[src/frac_div_pkg.sv]
// Overview of operation
// - rf divider gives one pulse per cycle; rise to detector, fall steps modulator
// - second order modulator works on 23-bit fraction, 22-bit effective resolution
// - fraction lsb forced to one; upper 22 bits come from the setting
// - forced lsb gives maximum sequence length of 2 times 2^23 cycles
// - 2-bit correction added to whole part; ratio spans whole-1 to whole+2
// - if divider divides by 128 to 16383, bits 21:8 of if_setup_word
// - reference divider divides by tcxo_scale 4..1023, ref_setup_word bits 21:12
// - tap_choice, if_setup_word bits 2:0, picks one of five reference taps
// - rf detector reference comes straight from the reference buffer
// - new whole part waits pending until frac_setup_word is loaded
// - loading a new fraction does not reset the modulator state
// - reset loads default setup words and clears the modulator to zero
package frac_div_pkg;
   // register byte offsets
   localparam logic [7:0] OFS_FRAC   = 8'h00;
   localparam logic [7:0] OFS_REF    = 8'h04;
   localparam logic [7:0] OFS_IF     = 8'h08;
   localparam logic [7:0] OFS_STATUS = 8'h0C;
   localparam logic [7:0] OFS_ACC    = 8'h10;

   // field positions
   localparam int FRAC_LSB  = 0;   // 22-bit fraction at 21:0
   localparam int WHOLE_LSB = 0;   // 9-bit whole part at 8:0
   localparam int SCALE_LSB = 12;  // tcxo_scale at 21:12
   localparam int IFR_LSB   = 8;   // if ratio at 21:8
   localparam int TAP_LSB   = 0;   // tap_choice at 2:0
   localparam int CODE_LSB  = 16;  // status: correction code

   // widths
   localparam int FRAC_W  = 22;
   localparam int MOD_W   = 23;
   localparam int WHOLE_W = 9;
   localparam int SCALE_W = 10;
   localparam int IFR_W   = 14;
   localparam int CNT_W   = 14;

   // values after reset
   localparam logic [21:0] RST_FRAC  = 22'h00_0000;
   localparam logic [8:0]  RST_WHOLE = 9'h021;
   localparam logic [9:0]  RST_SCALE = 10'h004;
   localparam logic [13:0] RST_IFR   = 14'h0080;
   localparam logic [2:0]  RST_TAP   = 3'h0;
   localparam logic [22:0] RST_ACC   = 23'h00_0000;

   // reference taps
   typedef enum logic [2:0] {
      TAP_DIV1 = 3'h0,
      TAP_DIV2 = 3'h1,
      TAP_DIV4 = 3'h2,
      TAP_DIV8 = 3'h3,
      TAP_RAW  = 3'h4
   } tap_t;
endpackage

[src/sd_mod2.sv]
`timescale 1ns/1ps
// two cascaded wrapping accumulators; code = correction + 1 (0..3)
module sd_mod2 (
   input  wire logic        core_clk,
   input  wire logic        srst,
   input  wire logic        step,
   input  wire logic [22:0] frac_value,
   output logic      [1:0]  corr_code,
   output logic      [22:0] acc_state
);
   logic [22:0] acc1;
   logic [22:0] acc2;
   logic        c2_prev;
   logic [23:0] sum1;
   logic [23:0] sum2;

   // carries out of each stage; wrap is modulo 2^23
   assign sum1 = {1'b0, acc1} + {1'b0, frac_value};
   assign sum2 = {1'b0, acc2} + {1'b0, sum1[22:0]};
   assign acc_state = acc1;

   // state only moves on a step, never on a new fraction
   always_ff @(posedge core_clk) begin
      if (srst) begin
         acc1    <= frac_div_pkg::RST_ACC;
         acc2    <= frac_div_pkg::RST_ACC;
         c2_prev <= 1'b0;
         corr_code <= 2'h1;
      end else if (step) begin
         acc1    <= sum1[22:0];
         acc2    <= sum2[22:0];
         c2_prev <= sum2[23];
         // c1 + c2 - c2_prev spans -1..+2, offset by one
         corr_code <= {1'b0, sum1[23]} + {1'b0, sum2[23]}
                      + {1'b0, ~c2_prev};
      end
   end
endmodule

[src/frac_div_core.sv]
`timescale 1ns/1ps
// rf fractional, if integer and reference dividers with apb setup
module frac_div_core (
   input  wire logic        core_clk,
   input  wire logic        srst,
   input  wire logic        psel,
   input  wire logic        penable,
   input  wire logic        pwrite,
   input  wire logic [7:0]  paddr,
   input  wire logic [31:0] pwdata,
   output logic      [31:0] prdata,
   output logic             pready,
   output logic             pslverr,
   input  wire logic        rf_vco_tick,
   input  wire logic        if_vco_tick,
   input  wire logic        ref_tick,
   output logic             rf_div_edge,
   output logic             if_div_edge,
   output logic             rf_ref_edge,
   output logic             if_ref_edge
);
   // setup words
   logic [21:0] frac_setup;
   logic [8:0]  whole_pending;
   logic [8:0]  whole_part_value;
   logic [9:0]  tcxo_scale;
   logic [13:0] if_ratio;
   logic [2:0]  tap_choice;

   // divider state
   logic [13:0] rf_cnt;
   logic [13:0] if_cnt;
   logic [13:0] ref_cnt;
   logic [2:0]  tap_cnt;
   logic        rf_div_prev;
   logic        ref_div_pulse;
   logic        ref_raw_d;

   // modulator
   logic [22:0] frac_value;
   logic [1:0]  corr_code;
   logic [22:0] acc_state;
   logic        mod_step;
   logic [13:0] rf_ratio;

   // apb decode
   logic        wr_take;
   logic        rd_setup;
   logic        addr_ok;
   logic [31:0] next_rdata;

   // counter steps down; returns reload value at terminal count
   function automatic logic [13:0] div_next(input logic [13:0] cnt,
                                            input logic [13:0] ratio);
      if (cnt <= 14'h0001) begin
         div_next = ratio;
      end else begin
         div_next = cnt - 14'h0001;
      end
   endfunction

   function automatic logic div_done(input logic [13:0] cnt);
      div_done = (cnt <= 14'h0001);
   endfunction

   // ---------------- apb slave ----------------
   assign wr_take  = psel & penable & pready & pwrite;
   assign rd_setup = psel & ~penable & ~pwrite;
   assign addr_ok  = (paddr == frac_div_pkg::OFS_FRAC)
                   | (paddr == frac_div_pkg::OFS_REF)
                   | (paddr == frac_div_pkg::OFS_IF)
                   | (paddr == frac_div_pkg::OFS_STATUS)
                   | (paddr == frac_div_pkg::OFS_ACC);

   // read mux; reserved bits read zero
   always_comb begin
      next_rdata = 32'h0000_0000;
      case (paddr)
         frac_div_pkg::OFS_FRAC: begin
            next_rdata[frac_div_pkg::FRAC_LSB +: frac_div_pkg::FRAC_W] =
               frac_setup;
         end
         frac_div_pkg::OFS_REF: begin
            next_rdata[frac_div_pkg::SCALE_LSB +: frac_div_pkg::SCALE_W] =
               tcxo_scale;
            next_rdata[frac_div_pkg::WHOLE_LSB +: frac_div_pkg::WHOLE_W] =
               whole_pending;
         end
         frac_div_pkg::OFS_IF: begin
            next_rdata[frac_div_pkg::IFR_LSB +: frac_div_pkg::IFR_W] =
               if_ratio;
            next_rdata[frac_div_pkg::TAP_LSB +: 3] = tap_choice;
         end
         frac_div_pkg::OFS_STATUS: begin
            next_rdata[frac_div_pkg::CODE_LSB +: 2] = corr_code;
            next_rdata[frac_div_pkg::WHOLE_LSB +: frac_div_pkg::WHOLE_W] =
               whole_part_value;
         end
         frac_div_pkg::OFS_ACC: begin
            next_rdata[frac_div_pkg::MOD_W - 1:0] = acc_state;
         end
         default: begin
            next_rdata = 32'h0000_0000;
         end
      endcase
   end

   // one wait-free access phase: ready rises the cycle after setup
   always_ff @(posedge core_clk) begin
      if (srst) begin
         pready  <= 1'b0;
      end else begin
         pready  <= psel & ~penable;
      end
   end

   // error flags an unmapped offset in the same access cycle
   always_ff @(posedge core_clk) begin
      if (srst) begin
         pslverr <= 1'b0;
      end else begin
         pslverr <= psel & ~penable & ~addr_ok;
      end
   end

   // read data captured in setup, held through access
   always_ff @(posedge core_clk) begin
      if (srst) begin
         prdata <= 32'h0000_0000;
      end else if (rd_setup) begin
         prdata <= next_rdata;
      end
   end

   // ---------------- setup words ----------------
   // whole part waits until the fraction is written, so the pair
   // never shows a false ratio in between
   always_ff @(posedge core_clk) begin
      if (srst) begin
         frac_setup       <= frac_div_pkg::RST_FRAC;
         whole_pending    <= frac_div_pkg::RST_WHOLE;
         whole_part_value <= frac_div_pkg::RST_WHOLE;
         tcxo_scale       <= frac_div_pkg::RST_SCALE;
         if_ratio         <= frac_div_pkg::RST_IFR;
         tap_choice       <= frac_div_pkg::RST_TAP;
      end else if (wr_take) begin
         case (paddr)
            frac_div_pkg::OFS_FRAC: begin
               frac_setup <= pwdata[frac_div_pkg::FRAC_LSB +:
                                    frac_div_pkg::FRAC_W];
               whole_part_value <= whole_pending;
            end
            frac_div_pkg::OFS_REF: begin
               whole_pending <= pwdata[frac_div_pkg::WHOLE_LSB +:
                                       frac_div_pkg::WHOLE_W];
               tcxo_scale <= pwdata[frac_div_pkg::SCALE_LSB +:
                                    frac_div_pkg::SCALE_W];
            end
            frac_div_pkg::OFS_IF: begin
               if_ratio <= pwdata[frac_div_pkg::IFR_LSB +:
                                  frac_div_pkg::IFR_W];
               tap_choice <= pwdata[frac_div_pkg::TAP_LSB +: 3];
            end
            // read-only and unmapped offsets change nothing
            default: begin
               frac_setup <= frac_setup;
            end
         endcase
      end
   end

   // ---------------- rf fractional divider ----------------
   // lsb forced high so every sequence runs full length
   assign frac_value = {frac_setup, 1'b1};

   // momentary ratio whole-1 .. whole+2 from the offset code
   assign rf_ratio = {5'h00, whole_part_value} + {12'h000, corr_code}
                   - 14'h0001;

   // modulator steps on the falling edge of the divider pulse
   assign mod_step = rf_div_prev & ~rf_div_edge;

   sd_mod2 u_mod (
      .core_clk   (core_clk),
      .srst       (srst),
      .step       (mod_step),
      .frac_value (frac_value),
      .corr_code  (corr_code),
      .acc_state  (acc_state)
   );

   // no reset path from a fraction load into the modulator
   // keeps the sequence continuous across retuning

   // one pulse per divide cycle, one core cycle wide
   always_ff @(posedge core_clk) begin
      if (srst) begin
         rf_cnt      <= 14'h0001;
         rf_div_edge <= 1'b0;
      end else begin
         rf_div_edge <= rf_vco_tick & div_done(rf_cnt);
         // ratio with the fresh code is taken only at reload
         if (rf_vco_tick) begin
            rf_cnt <= div_next(rf_cnt, rf_ratio);
         end
      end
   end

   // delayed copy finds the falling edge of the pulse
   always_ff @(posedge core_clk) begin
      if (srst) begin
         rf_div_prev <= 1'b0;
      end else begin
         rf_div_prev <= rf_div_edge;
      end
   end

   // ---------------- if integer divider ----------------
   always_ff @(posedge core_clk) begin
      if (srst) begin
         if_cnt      <= 14'h0001;
         if_div_edge <= 1'b0;
      end else begin
         if_div_edge <= if_vco_tick & div_done(if_cnt);
         // new ratio lands at reload, never mid-count
         if (if_vco_tick) begin
            if_cnt <= div_next(if_cnt, if_ratio);
         end
      end
   end

   // ---------------- reference divider chain ----------------
   // programmable stage then a 3-bit binary counter for the taps
   always_ff @(posedge core_clk) begin
      if (srst) begin
         ref_cnt       <= 14'h0001;
         ref_div_pulse <= 1'b0;
      end else begin
         ref_div_pulse <= ref_tick & div_done(ref_cnt);
         // scale is read at reload, so a change lands next period
         if (ref_tick) begin
            ref_cnt <= div_next(ref_cnt, {4'h0, tcxo_scale});
         end
      end
   end

   // binary counter behind the divider feeds the /2 /4 /8 taps
   always_ff @(posedge core_clk) begin
      if (srst) begin
         tap_cnt <= 3'h0;
      end else if (ref_div_pulse) begin
         tap_cnt <= tap_cnt + 3'h1;
      end
   end

   // raw tick delayed to line up with the divided pulse
   always_ff @(posedge core_clk) begin
      if (srst) begin
         ref_raw_d <= 1'b0;
      end else begin
         ref_raw_d <= ref_tick;
      end
   end

   // rf detector sees the buffered reference, undivided
   always_ff @(posedge core_clk) begin
      if (srst) begin
         rf_ref_edge <= 1'b0;
      end else begin
         rf_ref_edge <= ref_tick;
      end
   end

   // tap select; unused codes fall back to the divider output
   always_ff @(posedge core_clk) begin
      if (srst) begin
         if_ref_edge <= 1'b0;
      end else begin
         case (tap_choice)
            frac_div_pkg::TAP_DIV1: begin
               if_ref_edge <= ref_div_pulse;
            end
            frac_div_pkg::TAP_DIV2: begin
               if_ref_edge <= ref_div_pulse & tap_cnt[0];
            end
            frac_div_pkg::TAP_DIV4: begin
               if_ref_edge <= ref_div_pulse & (&tap_cnt[1:0]);
            end
            frac_div_pkg::TAP_DIV8: begin
               if_ref_edge <= ref_div_pulse & (&tap_cnt);
            end
            // raw tap bypasses both divider and counter
            frac_div_pkg::TAP_RAW: begin
               if_ref_edge <= ref_raw_d;
            end
            default: begin
               if_ref_edge <= ref_div_pulse;
            end
         endcase
      end
   end
endmodule

[config.mk]
export PLATFORM = sky130hd
export DESIGN_NAME = frac_div_core
export DESIGN_NICKNAME = d
export VERILOG_FILES = /design/src/frac_div_pkg.sv /design/src/sd_mod2.sv /design/src/frac_div_core.sv
export SDC_FILE = /design/constraint.sdc
export NUM_CORES = 1
export LEC_CHECK = 0
export BUFFER_PORTS_ARGS = -buffer_cell sky130_fd_sc_hd__clkbuf_2
export CORE_UTILIZATION = 66
export DETAILED_ROUTE_END_ITERATION = 8
export PLACE_DENSITY = 0.92
export SYNTH_ARGS = -nofsm -noshare
export SYNTH_HDL_FRONTEND = slang
export SYNTH_HIERARCHICAL = 1
export SYNTH_SLANG_ARGS = --single-unit
[constraint.sdc]
create_clock -name core_clk -period 7.51 [get_ports core_clk]
set_input_delay 0 -clock core_clk [delete_from_list [all_inputs] [get_ports core_clk]]
set_output_delay 0 -clock core_clk [all_outputs]
set_load 0.03 [all_outputs]
==> flow_summary.toml, run 1 <==
[yosys]
synthArstFlopShare_pct = 0
synth_area_um2 = 11500
synth_edf_count = 0
ys_seq_area_share_pct = 33.5
ys_seq_elements = 192
yosys-top-cells-area = "dfxtp_1 (33%), ha_1 (7.2%), nand2_1 (6.0%)"
synth_top_area_share_pct = 33.5
syn_area_per_cell_um2 = 7.99
yosys_warnings = 6
synth_common_cells = "dfxtp_1 (192), nand2_1 (183), nor2_1 (143)"
synth_cells = 1437
yosysUniqueCellTypes = 81
synth_top_area_cell = "dfxtp_1"
ys.flop_type = "dfxtp_1"
synth.most_common_cell = "dfxtp_1"

[global_route]
grt_util_all_layers_pct = 35.3
grt_pass1_vias = 10400
gr-usage-met3_pct = 6.31
use_met2_pct = 57.9
busiest_layer = "met2"
grt-ovfl-total = 0
grt_max_degree = 63
met1_usage_pct = 44.7
grt_pass1_wl_um = 51200
antenna_found_initial = 0

[die]
core_um2 = 16800
die-area_um2 = 17900
die_w_um = 134
io_pins = 86
num_rows = 47
start_util_pct = 68.5
die-height_um = 134

[critical_path]
critPathRequiredTime_ns = 7.86
cpMostUsedCell = "nand2_1"
path_max_fanout = 7
worstPathArrival_ns = 4.81
crit_type = "reg2reg"
worstPathCellList = "ha_1 -> fa_1 -> a21oi_2 -> o211a_1 -> nor3_4 -> o2111ai_2 -> nand2_1 -> xor2_1 -> ha_1 -> a21oi_1 -> nand2_1 -> a31oi_1 -> a21oi_1 -> o21ai_1 -> nand2_1 -> fa_1 -> a211o_1"
slowest_delay_ns = 0.48
slowest_stage = "fa_1"
startpoint_type = "register"
endpoint_kind = "register"

[cells_and_area]
nFillCells = 1145
fin_nets = 1592
area_growth_pct = 10.3
layout-drive-gt1-share_pct = 9.08

[clocking]
cts_buffer_depth = 2
cts_num_sinks = 192
numCtsBuffers = 17
cts.htree.levels = 4
cts_root_buffer = "clkbuf_16"
path_clk_slew_ns = 0.09
cts_tree = "done"
cts-resized-gates = 0
clk_latency_ns = 0.45

[drt]
drt-pass1-iter-count = 7
drt_iter0_drc = 1347
routedWlPerCell_um = 18.4
ant_nets = 0
num_vias = 11100
viasPerCell = 6.52
wl_um = 31400
drc = 0

[timing]
setup_tns_ns = 0
finalMaxSlewViolations = 0
fmax_mhz = 224
finalHoldViolations = 0
finalClockSkew_ns = 0.0151
rsz0062_at_grt = "no"
period_share_pct = 59.5
min_period_ns = 4.46
layout_setup_ws_ns = 3.05
worst_slew_pin_slew_ns = 1.17
setup_viol = 0
maxSlewHeadroom_pct = 21.1

[placed_design]
portBuffers = 66
dp_hpwl_um = 21100
pre_cts_slack_ns = 3.11
gp_congestion = 0.961

[pwr]
power.density_nw_per_um2 = 239
vdd_drop_max_mv = 0.200
leakage_nw = 5.19
power.total_mw = 3.02

[job]
drv_cap = 0

[worst_hold_path]
hold_path_class = "in2reg"

[status]
outcome = "completed"
flip-flops by register name (all words and copies together), names as in the netlist, 2 cells and up:
signal,cells
prdata,23
u_mod/acc2,23
u_mod/acc_state,23
frac_setup,22
if_cnt,14
if_ratio,14
ref_cnt,14
rf_cnt,14
tcxo_scale,10
whole_part_value,9
whole_pending,9
tap_choice,3
tap_cnt,3
u_mod/corr_code,2
worst paths after layout:
kind | depth (start not counted) | slack (ns) | from | end
hold reg to reg | 2 | 0.47 | prdata[7] | prdata[7]
setup reg to reg | 17 | 3.05 | u_mod/acc_state[0] | u_mod/corr_code[0]
hold / removal | 2 | 0.06 | srst | u_mod/acc2[0]
setup / recovery | 17 | 3.05 | u_mod/acc_state[0] | u_mod/corr_code[0]
per-stage QoR:
| step | std cells | instance area, um^2 | utilization [%] | hold WS [ns] |
|---|---|---|---|---|
| 3_5_place_dp | 1649 | 11800 | 70.4 | 0.258 |
| 6_report | 1708 | 12700 | 75.5 | 0.0580 |
| 3_3_place_gp | 1649 | 11800 | 70.4 | 0.245 |
| 5_1_grt | 1707 | 12700 | 75.5 | 0.0801 |
| 2_1_floorplan | 1445 | 11500 | - | 0.127 |
| 4_1_cts | 1707 | 12700 | 75.5 | 0.0451 |
logic make-up after synthesis:
kind of cell             share of synthesized area (%)
AND/OR/NAND/NOR                                   21.9
AO/OA/AOI/OAI                                     22.3
flip-flops                                        33.5
buffers and inverters                             5.27
multiplexers                                      6.26
adder cells (fa/ha/maj)                           7.89
XOR/XNOR                                          2.75
other                                           0.0654
per-layer routing:
layer | share of wire (%) | vias up
li1 | - | 5253
met3 | 9.0 | 113
met4 | 4.1 | 0
met1 | 40 | 5167
met2 | 46 | 610
met5 | 0 | -
report_power, final:
group,switching (mW),leakage [nW],total (mW),internal [mW]
sequential,0.0897,1.55,1.19,1.10
clock,0.463,0.278,0.914,0.452
combinational,0.587,3.36,0.920,0.333
total,1.14,5.19,3.02,1.88
area by class of cell:
| type | instances | area, um^2 | share of cell area (%) |
|---|---|---|---|
| tap | 220 | 275 | 2.17 |
| antenna | 1 | 2.50 | 0.0198 |
| clock inverter | 14 | 150 | 1.19 |
| inverter | 55 | 206 | 1.63 |
| multi-input combinational | 1106 | 7070 | 55.9 |
| clock buffer | 18 | 439 | 3.47 |
| sequential | 192 | 3840 | 30.4 |
| timing repair buffer | 102 | 668 | 5.28 |
layout by cell type, fill, tap and decap left out, types with 7 or more instances in the layout:
cell type / n
or3_1: 10
o21a_1: 9
o311ai_0: 7
nand2b_1: 13
and3_1: 10
a211o_1: 10
conb_1: 10
nor3b_1: 8
a31oi_1: 9
nor2_1: 143
nor4_1: 11
dfxtp_1: 192
xor2_1: 13
a311oi_1: 8
clkbuf_16: 17
xnor2_1: 23
nand4_1: 14
ha_1: 66
o22ai_1: 12
a211oi_1: 21
a22o_1: 10
mux2i_1: 65
clkbuf_2: 65
nand2_1: 183
a221o_1: 9
o31ai_1: 7
a21o_1: 20
buf_4: 11
nor3_1: 39
or4_1: 11
and2_1: 7
inv_1: 55
nor2b_1: 17
dlygate4sd3_1: 26
nand3_1: 29
a21oi_1: 137
o21ai_0: 66
critical path: cells and delay by family, from the launching register on:
family                   cells  cell delay (ns)
adder cells (fa/ha/maj)      4             1.54
XOR/XNOR                     1             0.19
AO/OA/AOI/OAI                8             1.91
AND/OR/NAND/NOR              4             0.40
flip-flops                   1             0.33
what timing repair did:
| action | 4_1_cts | 5_1_grt |
|---|---|---|
| endpoints found under the hold margin | 64 | 0 |
| setup buffers | 0 | 0 |
| hold buffers | 26 | 0 |
No activity file was read; power rests on OpenSTA's default activity.
==> run 2: changes to the inputs <==
--- a/config.mk
+++ b/config.mk
@@ -6,9 +6,9 @@
 export NUM_CORES = 1
 export LEC_CHECK = 0
 export BUFFER_PORTS_ARGS = -buffer_cell sky130_fd_sc_hd__clkbuf_2
-export CORE_UTILIZATION = 66
+export CORE_UTILIZATION = 61
 export DETAILED_ROUTE_END_ITERATION = 8
-export PLACE_DENSITY = 0.92
+export PLACE_DENSITY = 0.87
 export SYNTH_ARGS = -nofsm -noshare
 export SYNTH_HDL_FRONTEND = slang
 export SYNTH_HIERARCHICAL = 1
==> constraint.sdc (replaced) <==
create_clock -name core_clk -period 4.35 [get_ports core_clk]
set_input_delay 0 -clock core_clk [delete_from_list [all_inputs] [get_ports core_clk]]
set_output_delay 0 -clock core_clk [all_outputs]
set_load 0.03 [all_outputs]
==> flow_summary.toml, run 2 (same netlist as run 1, synthesis figures left out) <==
[timing]
min_period_ns = 4.20
maxSlewHeadroom_pct = 19.5
finalMaxSlewViolations = 0
setup_viol = 0
finalClockSkew_ns = 0.0137
finalHoldViolations = 0
fmax_mhz = 238
worst_slew_pin_slew_ns = 1.20
period_share_pct = 96.6

[cells_and_area]
mostFrequentLayoutCells = "dfxtp_1 (192), nand2_1 (183), nor2_1 (143)"
layout_commonest_cell = "dfxtp_1"
final_core_util_pct = 70.0
diodes = 0
design_area_um2 = 12800
layout-drive-gt1-share_pct = 10.1
area_growth_pct = 11.2
fin_nets = 1599

[critical_path]
worstPathArrival_ns = 4.53
r2r-end = "u_mod/corr_code[0]"
rr_worst_depth = 16
path_max_fanout = 5
rrSetupSlack_ns = 0.15
endpoint_kind = "register"
r2r_start = "frac_setup[2]"
startpoint_type = "register"
critPathRequiredTime_ns = 4.67
crit_type = "reg2reg"

[global_route]
grt-ovfl-total = 0
grt_pass1_wl_um = 50800
grt_util_all_layers_pct = 32.0
antenna_found_initial = 0
grt_pass1_vias = 10400
grt_max_degree = 91

[pwr]
vdd_drop_max_mv = 0.314
power.density_nw_per_um2 = 401
leakage_nw = 5.21

[die]
core_um2 = 18200
die-area_um2 = 19400
io_pins = 86
num_rows = 49
die_w_um = 139
die-height_um = 139
start_util_pct = 63.0

[drt]
drc = 6
num_vias = 11000
viasPerCell = 6.39
wl_um = 30900
ant_nets = 0
drt-pass1-iter-count = 8
drt_iter0_drc = 1094
routedWlPerCell_um = 17.9

[worst_hold_path]
hold_path_class = "in2reg"
hold_start = "paddr[1]"
holdPathStages = 4
min_to = "prdata[8]"

[clocking]
cts_root_buffer = "clkbuf_16"
clk_latency_ns = 0.44
cts_buffer_depth = 2
cts_num_sinks = 192
path_clk_slew_ns = 0.07
cts_setup_buffers = 0
cts.htree.levels = 4
numCtsBuffers = 17
cts_tree = "done"

[placed_design]
gp_congestion = 0.932
dp_hpwl_um = 21700
dpl_cell_area_um2 = 11900
portBuffers = 66

[job]
drv_cap = 0

[status]
outcome = "finished with violations"
violations = "design-rule violations"
run 2: cell count changes in the layout (fill, tap and decap cells not counted), sizes merged:
cell,previous run,this run
diode,1,0
inv,60,61
buf,11,17
clkinvlp,3,1
dlygate4sd3,26,27
run 2: how the worst max path moves through the flow:
stage	depth (start not counted)	end	slack [ns]	startpoint
floorplan	17	u_mod/corr_code[0]	0.34	u_mod/acc_state[0]
global placement	17	u_mod/corr_code[0]	0.20	u_mod/acc_state[0]
detailed placement	17	u_mod/corr_code[0]	0.07	u_mod/acc_state[0]
CTS	17	u_mod/corr_code[0]	0.02	u_mod/acc_state[0]
global route	16	u_mod/corr_code[0]	-0.02	u_mod/acc_state[0]
finish	16	u_mod/corr_code[0]	0.15	frac_setup[2]
run 2: metrics by stage:
step,setup WS [ns],setup TNS (ns),hold WS (ns),total power [mW],cells
2_1_floorplan,0.341,0,0.127,3.26,1445
3_3_place_gp,0.202,0,0.244,3.52,1664
3_5_place_dp,0.0708,0,0.250,3.58,1664
4_1_cts,0.0151,0,0.0637,5.07,1722
5_1_grt,-0.0153,-0.0153,0.0885,5.37,1722
6_report,0.148,0,0.0705,5.11,1722
run 2: final cells by class:
| class | instances | area (um^2) |
|---|---|---|
| Clock buffer | 18 | 429 |
| Clock inverter | 13 | 124 |
| Fill cell | 1403 | 5450 |
| Inverter | 55 | 206 |
| Multi-Input combinational cell | 1106 | 7140 |
| Sequential cell | 192 | 3840 |
| Tap cell | 229 | 287 |
| Timing Repair Buffer | 109 | 723 |
run 2: worst max-delay path, cell delays in order, from the launching register on:
cell	delay, ns
dfxtp_1	0.34
ha_2	0.39
nand3_1	0.13
o211a_1	0.27
or4_1	0.51
a21oi_1	0.18
o21ai_0	0.15
and2_1	0.20
ha_1	0.25
a21o_1	0.19
a21o_1	0.17
a21oi_1	0.14
inv_1	0.09
o21ai_1	0.18
nand2_1	0.13
fa_1	0.49
a211o_1	0.29
run 2: where the power goes:
group	switching, mW	internal [mW]	leakage, nW
sequential	0.153	1.90	1.55
clock	0.743	0.753	0.270
combinational	0.984	0.578	3.39
total	1.88	3.23	5.21
run 2: per-layer routing:
metal,global-route usage [%],wire length (um),share of wire [%],vias up
met1,41.5,13000,42,5131
met3,4.80,2240,7.3,96
met4,14.6,1120,3.6,0
li1,-,-,-,5254
met5,0,0,0,-
met2,52.5,14500,47,527
run 2: repair_timing:
action / 4_1_cts / 5_1_grt
setup endpoints to repair: 0 / 2
resized for setup: 0 / 15
endpoints found under the hold margin: 68 / 0
hold buffers: 27 / 0
==> run 3: changes to the inputs <==
--- a/config.mk
+++ b/config.mk
@@ -8,7 +8,7 @@
 export BUFFER_PORTS_ARGS = -buffer_cell sky130_fd_sc_hd__clkbuf_2
 export CORE_UTILIZATION = 61
 export DETAILED_ROUTE_END_ITERATION = 8
-export PLACE_DENSITY = 0.87
+export PLACE_DENSITY_LB_ADDON = 0.25
 export SYNTH_ARGS = -nofsm -noshare
 export SYNTH_HDL_FRONTEND = slang
 export SYNTH_HIERARCHICAL = 1
==> flow_summary.toml, run 3 (same netlist as run 1, synthesis figures left out) <==
[cells_and_area]
stdcell_count = 1729
multiInputGateArea_um2 = 7100
mostFrequentLayoutCells = "dfxtp_1 (192), nand2_1 (183), nor2_1 (143)"
diodes = 0
layout-drive-gt1-share_pct = 10.1
layout_commonest_cell = "dfxtp_1"
area_growth_pct = 11.6
nFillCells = 1470
ff_latch_area_um2 = 3840
fin_nets = 1605

[drt]
drc = 6
routedWlPerCell_um = 17.9
ant_nets = 0
viasPerCell = 6.28
drt-pass1-iter-count = 8
wl_um = 30900
drt_iter0_drc = 1049
num_vias = 10900

[clocking]
cts_root_buffer = "clkbuf_16"
clk_latency_ns = 0.44
path_clk_slew_ns = 0.08
cts.htree.levels = 4
cts_num_sinks = 192
cts_buffer_depth = 2
numCtsBuffers = 17
cts_tree = "done"

[timing]
finalHoldViolations = 0
maxSlewHeadroom_pct = 19.8
min_period_ns = 4.11
finalMaxSlewViolations = 0
period_share_pct = 94.5
finalClockSkew_ns = 0.0171
worst_slew_pin_slew_ns = 1.19
setup_viol = 0
fmax_mhz = 243
setup_tns_ns = 0

[critical_path]
slowest_delay_ns = 0.41
path_max_fanout = 8
worstPathCellList = "ha_1 -> a21o_1 -> o21bai_1 -> a21oi_1 -> nand2_1 -> xor2_1 -> ha_1 -> o21a_1 -> nor2_1 -> or2_2 -> a21oi_2 -> o21ai_1 -> nand2_1 -> fa_1 -> a211o_1"
crit_type = "reg2reg"
worstPathArrival_ns = 4.45
critPathRequiredTime_ns = 4.69
crit_family = "compound AO/OA/AOI/OAI gates"
slowest_stage = "ha_1"
startpoint_type = "register"
endpoint_kind = "register"
worst-path-buf-inv = 0

[die]
io_pins = 86
start_util_pct = 63.0
die-area_um2 = 19400
die_w_um = 139
die-height_um = 139
num_rows = 49
core_um2 = 18200

[global_route]
grt_util_all_layers_pct = 32.2
grt_pass1_wl_um = 50500
grt-ovfl-total = 0
grt_max_degree = 79
grt_pass1_vias = 9997
antenna_found_initial = 1

[status]
outcome = "finished with violations"
violations = "design-rule violations"

[pwr]
combPwrFrac_pct = 29.9
power.total_mw = 5.22
leakage_nw = 5.26
p_switching_mw = 1.91
power.density_nw_per_um2 = 407
pwr-share-seq_pct = 39.3
p_sw_share_pct = 36.7
clkPwrFrac_pct = 30.9
vdd_drop_max_mv = 0.274
intPower_mw = 3.30

[worst_hold_path]
hold_path_class = "in2reg"

[placed_design]
dp_hpwl_um = 21400
portBuffers = 66
gp_congestion = 0.949
place_inst = 1667

[job]
drv_cap = 0
-- run 3: path summary, 6_finish.rpt --
kind                 startpoint                  to  slack (ns)  cells past startpoint
max          u_mod/acc_state[8]  u_mod/corr_code[0]        0.24                     15
max reg2reg  u_mod/acc_state[8]  u_mod/corr_code[0]        0.24                     15
min reg2reg      u_mod/acc2[19]      u_mod/acc2[19]        0.46                      2
min                    paddr[1]           prdata[8]        0.08                      4
-- run 3: per-stage QoR --
step	util (%)	hold WS [ns]	worst slack, ns	area (um^2)
floorplan	-	0.127	0.341	11500
global placement	65.3	0.245	0.166	11900
detailed placement	65.3	0.250	0.106	11900
CTS	70.0	0.0490	0.0914	12800
global route	70.3	0.109	-0.0247	12800
finish	70.3	0.0750	0.238	12800
-- run 3: metal layers --
layer  share of wire [%]  GRT usage (%)  vias to the layer above
li1                    -              -                     5281
met1                  45           43.0                     5091
met4                 3.4           14.9                        2
met2                  45           50.8                      392
met5               0.042              0                        -
met3                 6.4           5.25                       86
-- run 3: final cells by class --
class                           instances  share of cell area, %
Timing Repair Buffer                  115                   6.00
Clock buffer                           18                   3.35
Clock inverter                         14                   1.32
Multi-Input combinational cell       1106                   55.5
Inverter                               55                   1.61
Sequential cell                       192                   30.0
Tap cell                              229                   2.24
-- run 3: tightest hold or removal path: stages --
cell      delay (ns)
clkbuf_2        0.20
nor4b_1         0.12
nand2_1         0.07
a311oi_1        0.08
-- run 3: power by group through the flow --
stage / Sequential (mW) / Combinational (mW) / Clock [mW]
6_report: 2.05 / 1.56 / 1.61
5_1_grt: 2.07 / 1.72 / 1.69
4_1_cts: 2.04 / 1.53 / 1.63
3_5_place_dp: 2.08 / 1.50 / 0
3_3_place_gp: 2.08 / 1.47 / 0
2_1_floorplan: 2.06 / 1.20 / 0
-- run 3: what timing repair did --
action                                 CTS  global route
hold buffers                            27             0
setup endpoints to repair                0             2
resized for setup                        0            11
endpoints found under the hold margin   83             0
buffers inserted                         0             3
